File: src/rtl/smc_cfg.svh
`ifndef SMC_CFG_SVH
`define SMC_CFG_SVH

`define SMC_ADDR_W 4
`define SMC_DATA_W 8

`define SMC_OFF_MODE 4'h0
`define SMC_OFF_LEVEL 4'h1
`define SMC_OFF_MARGIN 4'h8
`define SMC_OFF_IRQCTRL 4'h9
`define SMC_OFF_FLAGS 4'hA
`define SMC_OFF_STATUS 4'hB

`define SMC_BIT_RATE 4
`define SMC_RUN_HI 3
`define SMC_RUN_LO 2
`define SMC_LP_HI 1
`define SMC_LP_LO 0
`define SMC_LVL_HI 2
`define SMC_MARGIN_HI 1
`define SMC_EDGE_HI 2
`define SMC_EDGE_LO 1
`define SMC_BIT_IE 0
`define SMC_BIT_FLAG 0
`define SMC_BIT_STATE 0

`define SMC_MODE_OFF 2'h0
`define SMC_MODE_CONT 2'h1
`define SMC_MODE_SAMP 2'h2
`define SMC_MODE_WAKE 2'h3

`define SMC_EDGE_BELOW 2'h0
`define SMC_EDGE_ABOVE 2'h1
`define SMC_EDGE_CROSS 2'h2

`define SMC_RST_BYTE 8'h00
`define SMC_RST_MODE 2'h0
`define SMC_RST_LVL 3'h0
`define SMC_GUARD_WIN 3'h4
`define SMC_FUSE_LOAD 2'h2
`define SMC_FUSE_DONE 2'h3

`define SMC_CLK_MHZ 250
`define SMC_RATE_FAST_US 1000
`define SMC_RATE_SLOW_US 8000
`define SMC_CNT_W 22

`endif

File: src/rtl/smc_pkg.sv
`include "smc_cfg.svh"

package smc_pkg;

    typedef struct packed {
        logic [`SMC_ADDR_W-1:0] addr;
        logic [`SMC_DATA_W-1:0] wdata;
        logic wr;
        logic rd;
    } smc_bus_req_s;

    typedef struct packed {
        logic sample_rate_sel;
        logic [1:0] run_mode;
        logic [1:0] lp_mode;
        logic [2:0] trip_level;
    } smc_fuse_s;

    typedef enum logic [2:0] {
        SMC_ST_RUN = 3'b001,
        SMC_ST_SLEEP = 3'b010,
        SMC_ST_WAKE = 3'b100
    } smc_pwr_e;

endpackage : smc_pkg

File: src/rtl/smc_regs.sv
// How it works
// RULE_01: Rate bit picks 1 kHz or 125 Hz
// RULE_02: Rate bit from fuse, read-only, unguarded
// RULE_03: Run-mode field read-only, fuse loaded
// RULE_04: Run mode 3 holds execution at wake
// RULE_05: Low-power field writable, fuse loaded, 3 reserved
// RULE_06: Trip level read-only, loaded from fuses
// RULE_07: Margin code places warning above trip
// RULE_08: Edge select picks falling, rising, either
// RULE_09: Bit 0 enables the warning interrupt
// RULE_10: Matching trigger sets the warning flag; the code sets it only while the bit 0 interrupt enable is also set
// RULE_11: Flag holds while detector is disabled
// RULE_12: State bit shows supply below warning; the code updates it only while the bit 0 interrupt enable is set
// RULE_13: Other registers reset to zero
// RULE_14: Register map offsets as listed
// RULE_15: Low-power field needs key then write
// RULE_16: Sleep uses low-power mode, wake run mode
// RULE_17: Monitor follows detector mode and sampling
// RULE_18: Interrupt high while enable and flag set
// RULE_19: Writing one clears the flag
// RULE_20: Reserved reads zero, writes ignored
`timescale 1ns/1ns
`include "smc_cfg.svh"

module smc_regs #(
    parameter logic [`SMC_CNT_W-1:0] SAMPLE_CYC_FAST = `SMC_CNT_W'(`SMC_RATE_FAST_US * `SMC_CLK_MHZ),
    parameter logic [`SMC_CNT_W-1:0] SAMPLE_CYC_SLOW = `SMC_CNT_W'(`SMC_RATE_SLOW_US * `SMC_CLK_MHZ)
) (
    input wire logic mclk_i,
    input wire logic rst_b_i,
    input wire smc_pkg::smc_bus_req_s bus_req_i,
    output logic [`SMC_DATA_W-1:0] rdata_o,
    input wire smc_pkg::smc_fuse_s fuse_i,
    input wire logic guard_key_i,
    input wire logic lp_sleep_i,
    input wire logic detector_ready_i,
    input wire logic warn_below_i,
    output logic [1:0] detector_mode_o,
    output logic sample_rate_o,
    output logic sample_strobe_o,
    output logic [2:0] trip_level_o,
    output logic [1:0] warning_margin_o,
    output logic hold_exec_o,
    output logic warning_irq_o
);

    function automatic logic det_on(input logic [1:0] mode);
        det_on = (mode != `SMC_MODE_OFF);
    endfunction : det_on

    function automatic logic hit(input logic [`SMC_ADDR_W-1:0] a, input logic [`SMC_ADDR_W-1:0] off);
        hit = (a == off);
    endfunction : hit

    // Fuse straps and analog inputs, two stages each
    smc_pkg::smc_fuse_s fuse_m_r;
    smc_pkg::smc_fuse_s fuse_s_r;
    logic [1:0] fuse_cnt_r;
    logic ready_m_r;
    logic ready_s_r;
    logic below_m_r;
    logic below_s_r;

    logic sample_rate_r;
    logic [1:0] run_mode_r;
    logic [1:0] lp_mode_r;
    logic [2:0] trip_level_r;
    logic [1:0] margin_r;
    logic [1:0] edge_sel_r;
    logic irq_en_r;
    logic flag_r;
    logic flag_nxt;
    logic state_r;
    logic [2:0] guard_cnt_r;
    logic [2:0] guard_cnt_nxt;
    logic [`SMC_CNT_W-1:0] samp_cnt_r;
    logic [`SMC_CNT_W-1:0] samp_cnt_nxt;
    logic [1:0] det_mode_r;
    logic [`SMC_DATA_W-1:0] rdata_r;
    smc_pkg::smc_pwr_e pwr_r;
    smc_pkg::smc_pwr_e pwr_nxt;

    wire fuse_load = (fuse_cnt_r == `SMC_FUSE_LOAD);
    wire wr = bus_req_i.wr;
    wire rd = bus_req_i.rd;
    wire [`SMC_ADDR_W-1:0] addr = bus_req_i.addr;
    wire [`SMC_DATA_W-1:0] wdata = bus_req_i.wdata;

    wire wr_mode = wr & hit(addr, `SMC_OFF_MODE); // RULE_14
    wire wr_margin = wr & hit(addr, `SMC_OFF_MARGIN); // RULE_14
    wire wr_irqctrl = wr & hit(addr, `SMC_OFF_IRQCTRL); // RULE_14
    wire wr_flags = wr & hit(addr, `SMC_OFF_FLAGS); // RULE_14

    // Guard window open for a few cycles after the key
    wire guard_open = (guard_cnt_r != 3'h0); // RULE_15
    wire [1:0] lp_wdata = wdata[`SMC_LP_HI:`SMC_LP_LO];
    wire lp_take = wr_mode & guard_open & (lp_wdata != `SMC_MODE_WAKE); // RULE_15 RULE_05

    assign guard_cnt_nxt = guard_key_i ? `SMC_GUARD_WIN :
                           (lp_take ? 3'h0 : (guard_open ? guard_cnt_r - 3'h1 : 3'h0)); // RULE_15

    // Power-state tracking for the detector mode
    always_comb
    begin
        pwr_nxt = pwr_r;
        case (pwr_r)
            smc_pkg::SMC_ST_RUN:
            begin
                if (lp_sleep_i)
                    pwr_nxt = smc_pkg::SMC_ST_SLEEP; // RULE_16
            end
            smc_pkg::SMC_ST_SLEEP:
            begin
                if (!lp_sleep_i)
                    pwr_nxt = (run_mode_r == `SMC_MODE_WAKE) ? smc_pkg::SMC_ST_WAKE : smc_pkg::SMC_ST_RUN; // RULE_04
            end
            smc_pkg::SMC_ST_WAKE:
            begin
                if (lp_sleep_i)
                    pwr_nxt = smc_pkg::SMC_ST_SLEEP;
                else if (ready_s_r)
                    pwr_nxt = smc_pkg::SMC_ST_RUN; // RULE_04
            end
            default:
            begin
                pwr_nxt = smc_pkg::SMC_ST_RUN;
            end
        endcase
    end

    wire in_sleep = (pwr_r == smc_pkg::SMC_ST_SLEEP);
    wire [1:0] act_mode = in_sleep ? lp_mode_r : run_mode_r; // RULE_16
    wire [1:0] eff_mode = (act_mode == `SMC_MODE_WAKE) ? `SMC_MODE_CONT : act_mode; // RULE_03

    // Sample timer, period set by the rate bit
    wire sampled = (det_mode_r == `SMC_MODE_SAMP);
    wire samp_tick = sampled & (samp_cnt_r == `SMC_CNT_W'(0));
    wire [`SMC_CNT_W-1:0] samp_reload = sample_rate_r ? SAMPLE_CYC_SLOW - `SMC_CNT_W'(1) :
                                        SAMPLE_CYC_FAST - `SMC_CNT_W'(1); // RULE_01

    assign samp_cnt_nxt = !sampled ? samp_reload :
                          (samp_tick ? samp_reload : samp_cnt_r - `SMC_CNT_W'(1)); // RULE_01

    // Monitor runs only while detector is on
    wire det_en = det_on(det_mode_r);
    wire mon_active = det_en & irq_en_r; // RULE_17 RULE_09
    wire mon_sample = mon_active & (sampled ? samp_tick : 1'b1); // RULE_17

    wire fell = ~state_r & below_s_r;
    wire rose = state_r & ~below_s_r;
    wire trig_hit = (edge_sel_r == `SMC_EDGE_BELOW) ? fell :
                    (edge_sel_r == `SMC_EDGE_ABOVE) ? rose :
                    (edge_sel_r == `SMC_EDGE_CROSS) ? (fell | rose) : 1'b0; // RULE_08
    wire flag_set = mon_sample & trig_hit; // RULE_10 RULE_11
    wire flag_clr = wr_flags & wdata[`SMC_BIT_FLAG]; // RULE_19

    assign flag_nxt = flag_set | (flag_r & ~flag_clr); // RULE_19 RULE_10

    // Read multiplexer, unmapped offsets read zero
    wire [`SMC_DATA_W-1:0] rd_mode = {3'h0, sample_rate_r, run_mode_r, lp_mode_r};
    wire [`SMC_DATA_W-1:0] rd_level = {5'h00, trip_level_r};
    wire [`SMC_DATA_W-1:0] rd_margin = {6'h00, margin_r};
    wire [`SMC_DATA_W-1:0] rd_irqctrl = {5'h00, edge_sel_r, irq_en_r};
    wire [`SMC_DATA_W-1:0] rd_flags = {7'h00, flag_r};
    wire [`SMC_DATA_W-1:0] rd_status = {7'h00, state_r};
    wire [`SMC_DATA_W-1:0] rd_mux = hit(addr, `SMC_OFF_MODE) ? rd_mode :
                                    hit(addr, `SMC_OFF_LEVEL) ? rd_level :
                                    hit(addr, `SMC_OFF_MARGIN) ? rd_margin :
                                    hit(addr, `SMC_OFF_IRQCTRL) ? rd_irqctrl :
                                    hit(addr, `SMC_OFF_FLAGS) ? rd_flags :
                                    hit(addr, `SMC_OFF_STATUS) ? rd_status : `SMC_RST_BYTE; // RULE_20 RULE_14

    always_ff @(posedge mclk_i or negedge rst_b_i)
    begin
        if (!rst_b_i)
        begin
            fuse_m_r <= '0;
            fuse_s_r <= '0;
            ready_m_r <= 1'b0;
            ready_s_r <= 1'b0;
            below_m_r <= 1'b0;
            below_s_r <= 1'b0;
        end
        else
        begin
            fuse_m_r <= fuse_i;
            fuse_s_r <= fuse_m_r;
            ready_m_r <= detector_ready_i;
            ready_s_r <= ready_m_r;
            below_m_r <= warn_below_i;
            below_s_r <= below_m_r;
        end
    end

    always_ff @(posedge mclk_i or negedge rst_b_i)
    begin
        if (!rst_b_i)
            fuse_cnt_r <= 2'h0;
        else if (fuse_cnt_r != `SMC_FUSE_DONE)
            fuse_cnt_r <= fuse_cnt_r + 2'h1;
    end

    // Fuse-backed fields: loaded once the straps are through the synchroniser
    always_ff @(posedge mclk_i or negedge rst_b_i)
    begin
        if (!rst_b_i)
        begin
            sample_rate_r <= 1'b0;
            run_mode_r <= `SMC_RST_MODE;
            trip_level_r <= `SMC_RST_LVL;
        end
        else if (fuse_load)
        begin
            sample_rate_r <= fuse_s_r.sample_rate_sel; // RULE_02
            run_mode_r <= fuse_s_r.run_mode; // RULE_03
            trip_level_r <= fuse_s_r.trip_level; // RULE_06
        end
    end

    always_ff @(posedge mclk_i or negedge rst_b_i)
    begin
        if (!rst_b_i)
            lp_mode_r <= `SMC_RST_MODE;
        else if (fuse_load)
            lp_mode_r <= fuse_s_r.lp_mode; // RULE_05
        else if (lp_take)
            lp_mode_r <= lp_wdata; // RULE_15 RULE_05
    end

    always_ff @(posedge mclk_i or negedge rst_b_i)
    begin
        if (!rst_b_i)
        begin
            margin_r <= 2'h0; // RULE_13
            edge_sel_r <= 2'h0; // RULE_13
            irq_en_r <= 1'b0; // RULE_13
        end
        else
        begin
            if (wr_margin)
                margin_r <= wdata[`SMC_MARGIN_HI:0]; // RULE_07
            if (wr_irqctrl)
            begin
                edge_sel_r <= wdata[`SMC_EDGE_HI:`SMC_EDGE_LO]; // RULE_08
                irq_en_r <= wdata[`SMC_BIT_IE]; // RULE_09
            end
        end
    end

    always_ff @(posedge mclk_i or negedge rst_b_i)
    begin
        if (!rst_b_i)
        begin
            flag_r <= 1'b0; // RULE_13
            state_r <= 1'b0; // RULE_13
        end
        else
        begin
            flag_r <= flag_nxt; // RULE_10 RULE_19
            if (mon_sample)
                state_r <= below_s_r; // RULE_12
        end
    end

    always_ff @(posedge mclk_i or negedge rst_b_i)
    begin
        if (!rst_b_i)
        begin
            guard_cnt_r <= 3'h0;
            samp_cnt_r <= '0;
            det_mode_r <= `SMC_RST_MODE;
            pwr_r <= smc_pkg::SMC_ST_RUN;
        end
        else
        begin
            guard_cnt_r <= guard_cnt_nxt;
            samp_cnt_r <= samp_cnt_nxt;
            det_mode_r <= eff_mode; // RULE_16
            pwr_r <= pwr_nxt;
        end
    end

    // Read data valid only in the cycle after the strobe
    always_ff @(posedge mclk_i or negedge rst_b_i)
    begin
        if (!rst_b_i)
            rdata_r <= `SMC_RST_BYTE;
        else
            rdata_r <= rd ? rd_mux : `SMC_RST_BYTE;
    end

    assign rdata_o = rdata_r;
    assign detector_mode_o = det_mode_r;
    assign sample_rate_o = sample_rate_r; // RULE_01
    assign sample_strobe_o = samp_tick; // RULE_17
    assign trip_level_o = trip_level_r; // RULE_06
    assign warning_margin_o = margin_r; // RULE_07
    assign hold_exec_o = (pwr_r == smc_pkg::SMC_ST_WAKE); // RULE_04
    assign warning_irq_o = irq_en_r & flag_r; // RULE_18

endmodule : smc_regs

File: config.mk
export PLATFORM = sky130hd
export DESIGN_NAME = smc_regs
export DESIGN_NICKNAME = d
export VERILOG_FILES = /design/src/rtl/smc_pkg.sv /design/src/rtl/smc_regs.sv
export VERILOG_INCLUDE_DIRS = /design/src /design/src/rtl
export SDC_FILE = /design/constraint.sdc
export NUM_CORES = 1
export LEC_CHECK = 0
export BUFFER_PORTS_ARGS = -buffer_cell sky130_fd_sc_hd__buf_4
export CELL_PAD_IN_SITES_DETAIL_PLACEMENT = 0
export CELL_PAD_IN_SITES_GLOBAL_PLACEMENT = 1
export CORE_MARGIN = 2
export CORE_UTILIZATION = 40
export DETAILED_ROUTE_END_ITERATION = 8
export PLACE_DENSITY_LB_ADDON = 0.05
export SYNTH_ARGS = -nofsm -noshare
export SYNTH_HDL_FRONTEND = slang
export SYNTH_SLANG_ARGS = --single-unit
File: constraint.sdc
create_clock -name mclk_i -period 2.1 [get_ports mclk_i]
set_input_delay 0.21 -clock mclk_i [delete_from_list [all_inputs] [get_ports mclk_i]]
set_output_delay 0.21 -clock mclk_i [all_outputs]
set_load 0.02 [all_outputs]
Word-level counts from Yosys, hierarchy flattened
Cells that the tools add are included.
Widths: inputs -> output; s select.
{"block": "totals", "rom_bits": 0, "wordCells": 103, "reg_bits": 72, "mem_bits_rw": 0, "inputBits": 28, "output_inout_bits": 19, "memories": 0, "latch_bits": 0}
{"block": "op_classes", "bitwise_logic": 20, "reduce_logical": 7, "n_addsub": 3, "n_mux": 27, "div": 0, "n_eq_ne": 19, "shifts": 0, "multipliers": 0, "order_cmp": 0}
{"operator": "$mux 22", "count": 2}
{"operator": "$mux 3", "count": 11}
{"operator": "$logic_not 22->1", "count": 1}
{"operator": "$sub 22x1->22 const B", "count": 1}
{"operator": "$mux 21", "count": 1}
{"operator": "$eq 4x4->1 const B", "count": 4}
{"operator": "$and 1x1->1", "count": 15}
{"operator": "$eq 2x2->1 const B", "count": 5}
{"operator": "$mux 5", "count": 2}
{"operator": "$pmux 3 s3", "count": 1}
{"operator": "$mux 2", "count": 4}
{"operator": "$ne 2x2->1 const B", "count": 4}
{"operator": "$mux 1", "count": 6}
{"operator": "$eq 4x1->1 const B", "count": 1}
{"operator": "$logic_not 4->1", "count": 1}
{"operator": "$reduce_bool 2->1", "count": 2}
{"operator": "$eq 3x1->1 const B", "count": 1}
{"operator": "$eq 3x2->1 const B", "count": 1}
{"operator": "$eq 3x3->1 const B", "count": 1}
{"operator": "$ne 3x2->1 const B", "count": 1}
{"operator": "$not 1->1", "count": 3}
{"operator": "$reduce_and 3->1", "count": 1}
{"operator": "$reduce_bool 3->1", "count": 1}
{"operator": "$sub 3x1->3 const B", "count": 1}
{"operator": "other kinds (4)", "count": 5}

Longest topological paths before layout
Gate-level depths: netlist (run 1).
{"block": "logic_depth", "word_depth": 8, "ltp_mapped": 7, "depth_no_buf": 7}

Least setup slack after synthesis (run 1)
No wires, ideal clock.
{"block": "synth_path", "path_kind": "register to output", "from": "register samp_cnt_r[16]", "to": "output port sample_strobe_o", "path_buffers": 0, "required_ns": 1.890, "path_slack_ns": -0.567, "stages_incl_launch_ff": 5, "arrival_ns": 2.457, "path_cell_list": "dfrtp_1 or4_4 or4_4 or4_1 nor3b_1"}
{"block": "synth_between", "elab_chain_len": 2}
{"element": "from (decl)", "line": "smc_regs.sv:76", "source": "logic [`SMC_CNT_W-1:0] samp_cnt_r;"}
{"element": "from (signal assigned)", "line": "smc_regs.sv:277", "source": "samp_cnt_r <= samp_cnt_nxt;"}
{"element": "$logic_not 22->1", "line": "smc_regs.sv:137", "source": "wire samp_tick = sampled & (samp_cnt_r == `SMC_CNT_W'(0));"}
{"element": "$and 1x1->1", "line": "smc_regs.sv:137"}
{"element": "to (decl)", "line": "smc_regs.sv:40", "source": "output logic sample_strobe_o,"}
Every way passes these cells.

Worst setup path in the final report (run 1)
Same ends and word-level chain as after synthesis.

==> results of run 1 <==
==> worst max-delay path, delay by kind of cell (launching register included) <==
kind,cells,cell delay [ns]
simple gates,4,1.70
flops,1,0.39
buf+inv,1,0.14
==> path summary, 6_finish.rpt <==
check	slack [ns]	cells after the start	end	startpoint
worst max-delay path	-0.68	5	sample_strobe_o	samp_cnt_r[16]$_DFF_PN0_
worst min-delay path	0.04	2	guard_cnt_r[2]$_DFF_PN0_	guard_key_i
worst max register to register	-0.47	8	samp_cnt_r[5]$_DFF_PN0_	samp_cnt_r[16]$_DFF_PN0_
worst min register to register	0.35	0	fuse_s_r[4]$_DFF_PN0_	fuse_m_r[4]$_DFF_PN0_
max in group asynchronous	1.14	3	rdata_o[2]$_DFF_PN0_	rst_b_i
min in group asynchronous	0.40	2	guard_cnt_r[1]$_DFF_PN0_	rst_b_i
==> state kept, by name, indices dropped and copies added, names as in the netlist, 3 cells and up <==
register,cells
samp_cnt_r,22
fuse_m_r,8
fuse_s_r,8
rdata_o,5
guard_cnt_r,3
pwr_r,3
trip_level_o,3
==> synth_stat cells, types with 2 or more instances <==
library cell / n / area share
o21ai_0: 8 / 0.013
nand2b_1: 2 / 0.0041
nor4_1: 5 / 0.010
dfrtp_1: 71 / 0.58
nor3_1: 11 / 0.018
clkbuf_1: 3 / 0.0037
nor2b_1: 2 / 0.0041
a21oi_1: 11 / 0.018
nand2_1: 25 / 0.031
inv_1: 12 / 0.015
nor2_1: 23 / 0.028
mux2i_1: 6 / 0.020
nand4_1: 2 / 0.0041
nand4b_1: 2 / 0.0057
a31oi_1: 2 / 0.0041
mux2_2: 11 / 0.040
and3_1: 3 / 0.0061
xnor2_1: 16 / 0.046
xor2_1: 4 / 0.011
or4_4: 2 / 0.0073
nor3b_1: 4 / 0.0098
ha_1: 7 / 0.029
buf_4: 3 / 0.0073
a21oi_2: 4 / 0.011
or4_1: 2 / 0.0049
or3_1: 2 / 0.0041
==> stage by stage <==
stage	utilization	power, mW	worst slack, ns	setup TNS [ns]
finish	0.560	3.38	-0.681	-8.49
global route	0.560	3.59	-0.756	-9.76
CTS	0.555	3.42	-0.674	-7.40
global placement	0.503	2.31	-0.274	-2.92
floorplan	-	2.04	-0.275	-0.929
detailed placement	0.503	2.32	-0.301	-3.29
==> kinds of logic after synthesis <==
logic type	Yosys count
and+or+nand+nor	93
DFF	72
AOI/OAI and AO/OA	32
xor gates and xnor gates	20
buffers and inverters	19
muxes	18
adders and majority gates	7
other	1
==> area by class of cell <==
cell class	count	area [um^2]	area share
clock inverters	6	47.5	0.0116
multi-input cells	173	1240	0.301
well taps	99	124	0.0302
inverters	12	45.0	0.0110
clock buffers	10	138	0.0335
repair buffers	83	709	0.173
flip-flops and latches	72	1800	0.439
==> where the power goes <==
group	internal (mW)	leakage, nW	switching, mW
sequential	1.55	0.845	0.138
clock	0.474	0.0937	0.564
combinational	0.342	0.902	0.318
total	2.36	1.84	1.02
==> repair_timing <==
item	in CTS	in global routing
gates cloned	1	0
gates resized for setup	7	6
setup endpoints to repair	22	25
hold endpoints to repair	55	0
pin swaps	3	4
buffers inserted	4	1
hold buffers	12	0
==> per-layer routing <==
layer | GRT usage | part of all wire | wire, um
met1 | 0.243 | 0.49 | 3220
met2 | 0.248 | 0.46 | 3010
met4 | 0.0492 | 0.0064 | 42
met3 | 0.0477 | 0.040 | 260
met5 | 0 | 0 | 0
==> flow_metrics.py, run 1 <==
metrics = {
    "run_status": {
        "outcome": "complete, but fails checks",
        "violations": "negative setup slack",
    },
    "detailed_routing": {
        "via_count": 2192,
        "routedWlPerCell_um": 14.4,
        "wl_mm": 6.54,
        "drtAntennaViolNets": 0,
        "first_pass_iters": 4,
        "first_iter_violations": 48,
        "drc": 0,
        "viasPerCell": 4.82,
    },
    "logic_synthesis": {
        "syn_area_mm2": 0.00307,
        "post_synth.cell_area_avg_um2": 11.7,
        "ys_ff_latch": 72,
        "synth_ff_type": "dfrtp_1",
        "yosysWarnings": 0,
        "synth_edf_count": 0,
        "synth_fa_ha_area_frac": 0.0285,
        "ys_types": 45,
        "synth-xor-area-share": 0.0570,
        "synth_compound_area_frac": 0.0693,
        "async_flop_share": 1.00,
        "synth_mux_area_frac": 0.0672,
        "yosys.area_share.simple": 0.160,
        "syn_inst": 262,
        "synth_top_family_by_area": "simple AND/OR/NAND/NOR gates",
        "synth-seq-area-share": 0.587,
    },
    "die": {
        "io_pins": 47,
        "start_util": 0.419,
        "die_x_um": 91.6,
        "num_rows": 31,
        "die_y_um": 91.6,
        "dieArea_mm2": 0.00839,
        "core_area_mm2": 0.00733,
    },
    "cts": {
        "cts_sinks": 72,
        "clk_latency_ns": 0.34,
        "root_buffer": "clkbuf_8",
        "cts_tree": "built",
        "cts_buffers": 9,
        "htree_levels": 3,
        "clkTransAtPathRegs_ns": 0.09,
        "ctsLongestPathBuffers": 2,
    },
    "worst_setup_path": {
        "end_kind": "output port",
        "crit_required_ns": 1.89,
        "path_class": "flop to output port",
        "crit_slowest_cell": "or4_4",
        "arrival_ns": 2.57,
        "cp_cell_sequence": "or4_4, or4_4, or4_4, nor3b_4, buf_6",
        "critPathMaxFanout": 2,
        "cp-start-kind": "flop",
        "max_stage_delay_ns": 0.54,
        "path_common_cell": "or4_4",
    },
    "place": {
        "dpl_cell_area_mm2": 0.00368,
        "place.gp.congestion": 0.782,
        "dp_cells": 421,
        "place_hpwl_mm": 4.43,
        "port_buffers": 38,
    },
    "global_route": {
        "track_usage": 0.169,
        "overflow": 0,
        "grt_pass1_vias": 2165,
        "antenna_found_initial": 0,
        "grt_start_max_net_pins": 47,
        "grt_pass1_wl_mm": 11.1,
    },
    "timing": {
        "rsz0062_at_grt": "yes",
        "fin_crit_sh": 1.32,
        "max_freq_ghz": 0.360,
        "worstMarginPinSlew_ns": 0.587,
        "layout_setup_ws_ns": -0.681,
        "min_period_ns": 2.78,
        "finalHoldViolCount": 0,
        "slew_violations": 0,
        "fin_skew_ns": 0.0112,
        "fin_hold_ws_ns": 0.0412,
        "slew_headroom": 0.609,
        "finalSetupViolCount": 24,
    },
    "cells_and_area": {
        "drive_above_1_share": 0.334,
        "final_net_count": 386,
        "fillers": 649,
        "finalInstanceArea_mm2": 0.00410,
        "final_common_cell": "dfrtp_1",
        "n_antenna_cell": 0,
        "area_growth_pct": 33.6,
        "fin_cells": 455,
        "final_cell_mix": "dfrtp_1 (71), buf_4 (65), nand2_1 (24)",
    },
    "hold_path": {
        "min_path_type": "primary input to flop",
    },
    "flow_run": {
        "cap_violations": 0,
    },
    "power": {
        "p_leak_nw": 1.84,
        "vdd_drop_max_mv": 0.432,
        "powerDensity_mw_per_mm2": 825,
    },
}
Note: power is estimated with default switching activity, not from simulation.
==> run 2, diff against run 1 <==
--- a/config.mk
+++ b/config.mk
@@ -13,6 +13,7 @@
 export CORE_UTILIZATION = 40
 export DETAILED_ROUTE_END_ITERATION = 8
 export PLACE_DENSITY_LB_ADDON = 0.05
+export SKIP_CTS_REPAIR_TIMING = 1
 export SYNTH_ARGS = -nofsm -noshare
 export SYNTH_HDL_FRONTEND = slang
 export SYNTH_SLANG_ARGS = --single-unit
==> run 2 against run 1 <==
Wire length shrank 1.6%. Worst setup slack lost 0.0014 ns. First-iteration DRC count shrank 25%. The run still ends with negative setup slack left. Clock skew is essentially flat.
==> flow_metrics.py, run 2 (synthesis gave the netlist of run 1 again) <==
metrics = {
    "timing": {
        "worstMarginPinSlew_ns": 0.584,
        "fin_hold_ws_ns": 0.0409,
        "layout_setup_ws_ns": -0.682,
        "fin_crit_sh": 1.32,
        "min_period_ns": 2.78,
        "rsz0062_at_grt": "yes",
        "finalSetupViolCount": 22,
        "max_freq_ghz": 0.359,
        "slew_headroom": 0.611,
        "finalHoldViolCount": 0,
        "fin_skew_ns": 0.0112,
        "slew_violations": 0,
        "final.setup.tns_ns": -7.04,
    },
    "worst_setup_path": {
        "end_kind": "output port",
        "max_stage_delay_ns": 0.54,
        "path_common_cell": "or4_4",
        "crit_slowest_cell": "or4_4",
        "path_class": "flop to output port",
        "arrival_ns": 2.57,
        "critPathMaxFanout": 2,
        "cp-endpoint": "sample_strobe_o",
        "cp-start-kind": "flop",
        "r2r-end": "samp_cnt_r[10]$_DFF_PN0_",
        "critical_path.startpoint": "samp_cnt_r[16]$_DFF_PN0_",
        "cp_num_buf_inv": 1,
        "crit_required_ns": 1.89,
        "cp_cell_sequence": "or4_4, or4_4, or4_4, nor3b_4, buf_6",
        "path_depth": 5,
        "path_delay_family": "simple AND/OR/NAND/NOR gates",
        "reg2reg_depth": 7,
        "rrSetupSlack_ns": -0.42,
        "r2r_start": "samp_cnt_r[16]$_DFF_PN0_",
    },
    "power": {
        "vdd_drop_max_mv": 0.431,
        "p_leak_nw": 1.80,
        "power_mw": 3.36,
        "powerDensity_mw_per_mm2": 833,
    },
    "detailed_routing": {
        "via_count": 2160,
        "wl_met2_mm": 2.91,
        "wl_met3_um": 263,
        "drtAntennaViolNets": 0,
        "first_iter_violations": 36,
        "routedWlPerCell_um": 14.3,
        "viasPerCell": 4.80,
        "drt-met1-wl_mm": 3.22,
        "drc": 0,
        "first_pass_iters": 4,
        "dr.max_layer_used": "met4",
        "wl_mm": 6.43,
    },
    "cells_and_area": {
        "final_cell_mix": "dfrtp_1 (71), buf_4 (62), nand2_1 (25)",
        "drive_above_1_share": 0.322,
        "regMostFlops": "samp_cnt_r",
        "fillers": 653,
        "final_net_count": 381,
        "largest_reg_flops": 22,
        "post-route-util": 0.550,
        "area_growth_pct": 31.2,
        "final_common_cell": "dfrtp_1",
        "top_regs": "samp_cnt_r x22, fuse_m_r x8, fuse_s_r x8",
        "n_antenna_cell": 0,
    },
    "flow_run": {
        "cap_violations": 0,
    },
    "global_route": {
        "overflow": 0,
        "antenna_found_initial": 0,
        "track_usage": 0.162,
        "grt_pass1_wl_mm": 10.6,
        "grt_pass1_vias": 2091,
        "grt_start_max_net_pins": 47,
    },
    "cts": {
        "cts_buffers": 9,
        "clkTransAtPathRegs_ns": 0.09,
        "htree_levels": 3,
        "ctsLongestPathBuffers": 2,
        "root_buffer": "clkbuf_8",
        "cts_tree": "built",
        "clk_latency_ns": 0.35,
        "cts_sinks": 72,
    },
    "place": {
        "preCtsSetupSlack_ns": -0.301,
        "port_buffers": 38,
        "place_hpwl_mm": 4.43,
        "place.gp.congestion": 0.782,
    },
    "run_status": {
        "outcome": "complete, but fails checks",
        "violations": "negative setup slack",
    },
    "die": {
        "start_util": 0.419,
        "die_x_um": 91.6,
        "io_pins": 47,
        "core_area_mm2": 0.00733,
        "num_rows": 31,
        "die_y_um": 91.6,
        "dieArea_mm2": 0.00839,
    },
    "hold_path": {
        "min_path_type": "primary input to flop",
    },
}
run 2: through the flow:
step                std cells  area, um^2
global route              450        4030
global placement          421        3680
floorplan                 264        3090
finish                    450        4030
detailed placement        421        3680
CTS                       437        3870
run 2: worst min path at each step:
stage | from | to | slack, ns | cells past startpoint
5_1_grt | guard_key_i | guard_cnt_r[2]$_DFF_PN0_ | 0.02 | 2
3_3_place_gp | rst_b_i | guard_cnt_r[1]$_DFF_PN0_ | 0.25 | 1
3_5_place_dp | rst_b_i | guard_cnt_r[1]$_DFF_PN0_ | 0.25 | 1
4_1_cts | rst_b_i | guard_cnt_r[1]$_DFF_PN0_ | -0.13 | 1
6_report | guard_key_i | guard_cnt_r[2]$_DFF_PN0_ | 0.04 | 2
2_1_floorplan | rst_b_i | below_m_r$_DFF_PN0_ | -0.09 | 0
run 2: cell type report:
type / count / area [um^2] / share of cell area
Clock inverter: 6 / 47.5 / 0.0118
Timing Repair Buffer: 78 / 648 / 0.161
Tap cell: 99 / 124 / 0.0307
Inverter: 12 / 45.0 / 0.0112
Multi-Input combinational cell: 173 / 1220 / 0.304
Clock buffer: 10 / 138 / 0.0342
Sequential cell: 72 / 1800 / 0.448
run 2: worst reg2reg max path, stage by stage, from the launching register on:
cell	delay, ns
dfrtp_1	0.39
or4_4	0.54
or4_4	0.43
buf_4	0.15
buf_6	0.11
o41a_4	0.48
nor2_4	0.24
a21oi_1	0.07
run 2: per-layer routing:
metal  vias to the layer above  GRT usage
met5                         -          0
met4                         0     0.0518
met3                         4     0.0493
met2                        39      0.229
met1                      1053      0.236
li1                       1064          -
run 2: where the power goes:
part / switching [mW] / internal [mW]
clock network: 0.564 / 0.474
registers: 0.138 / 1.55
logic: 0.310 / 0.323
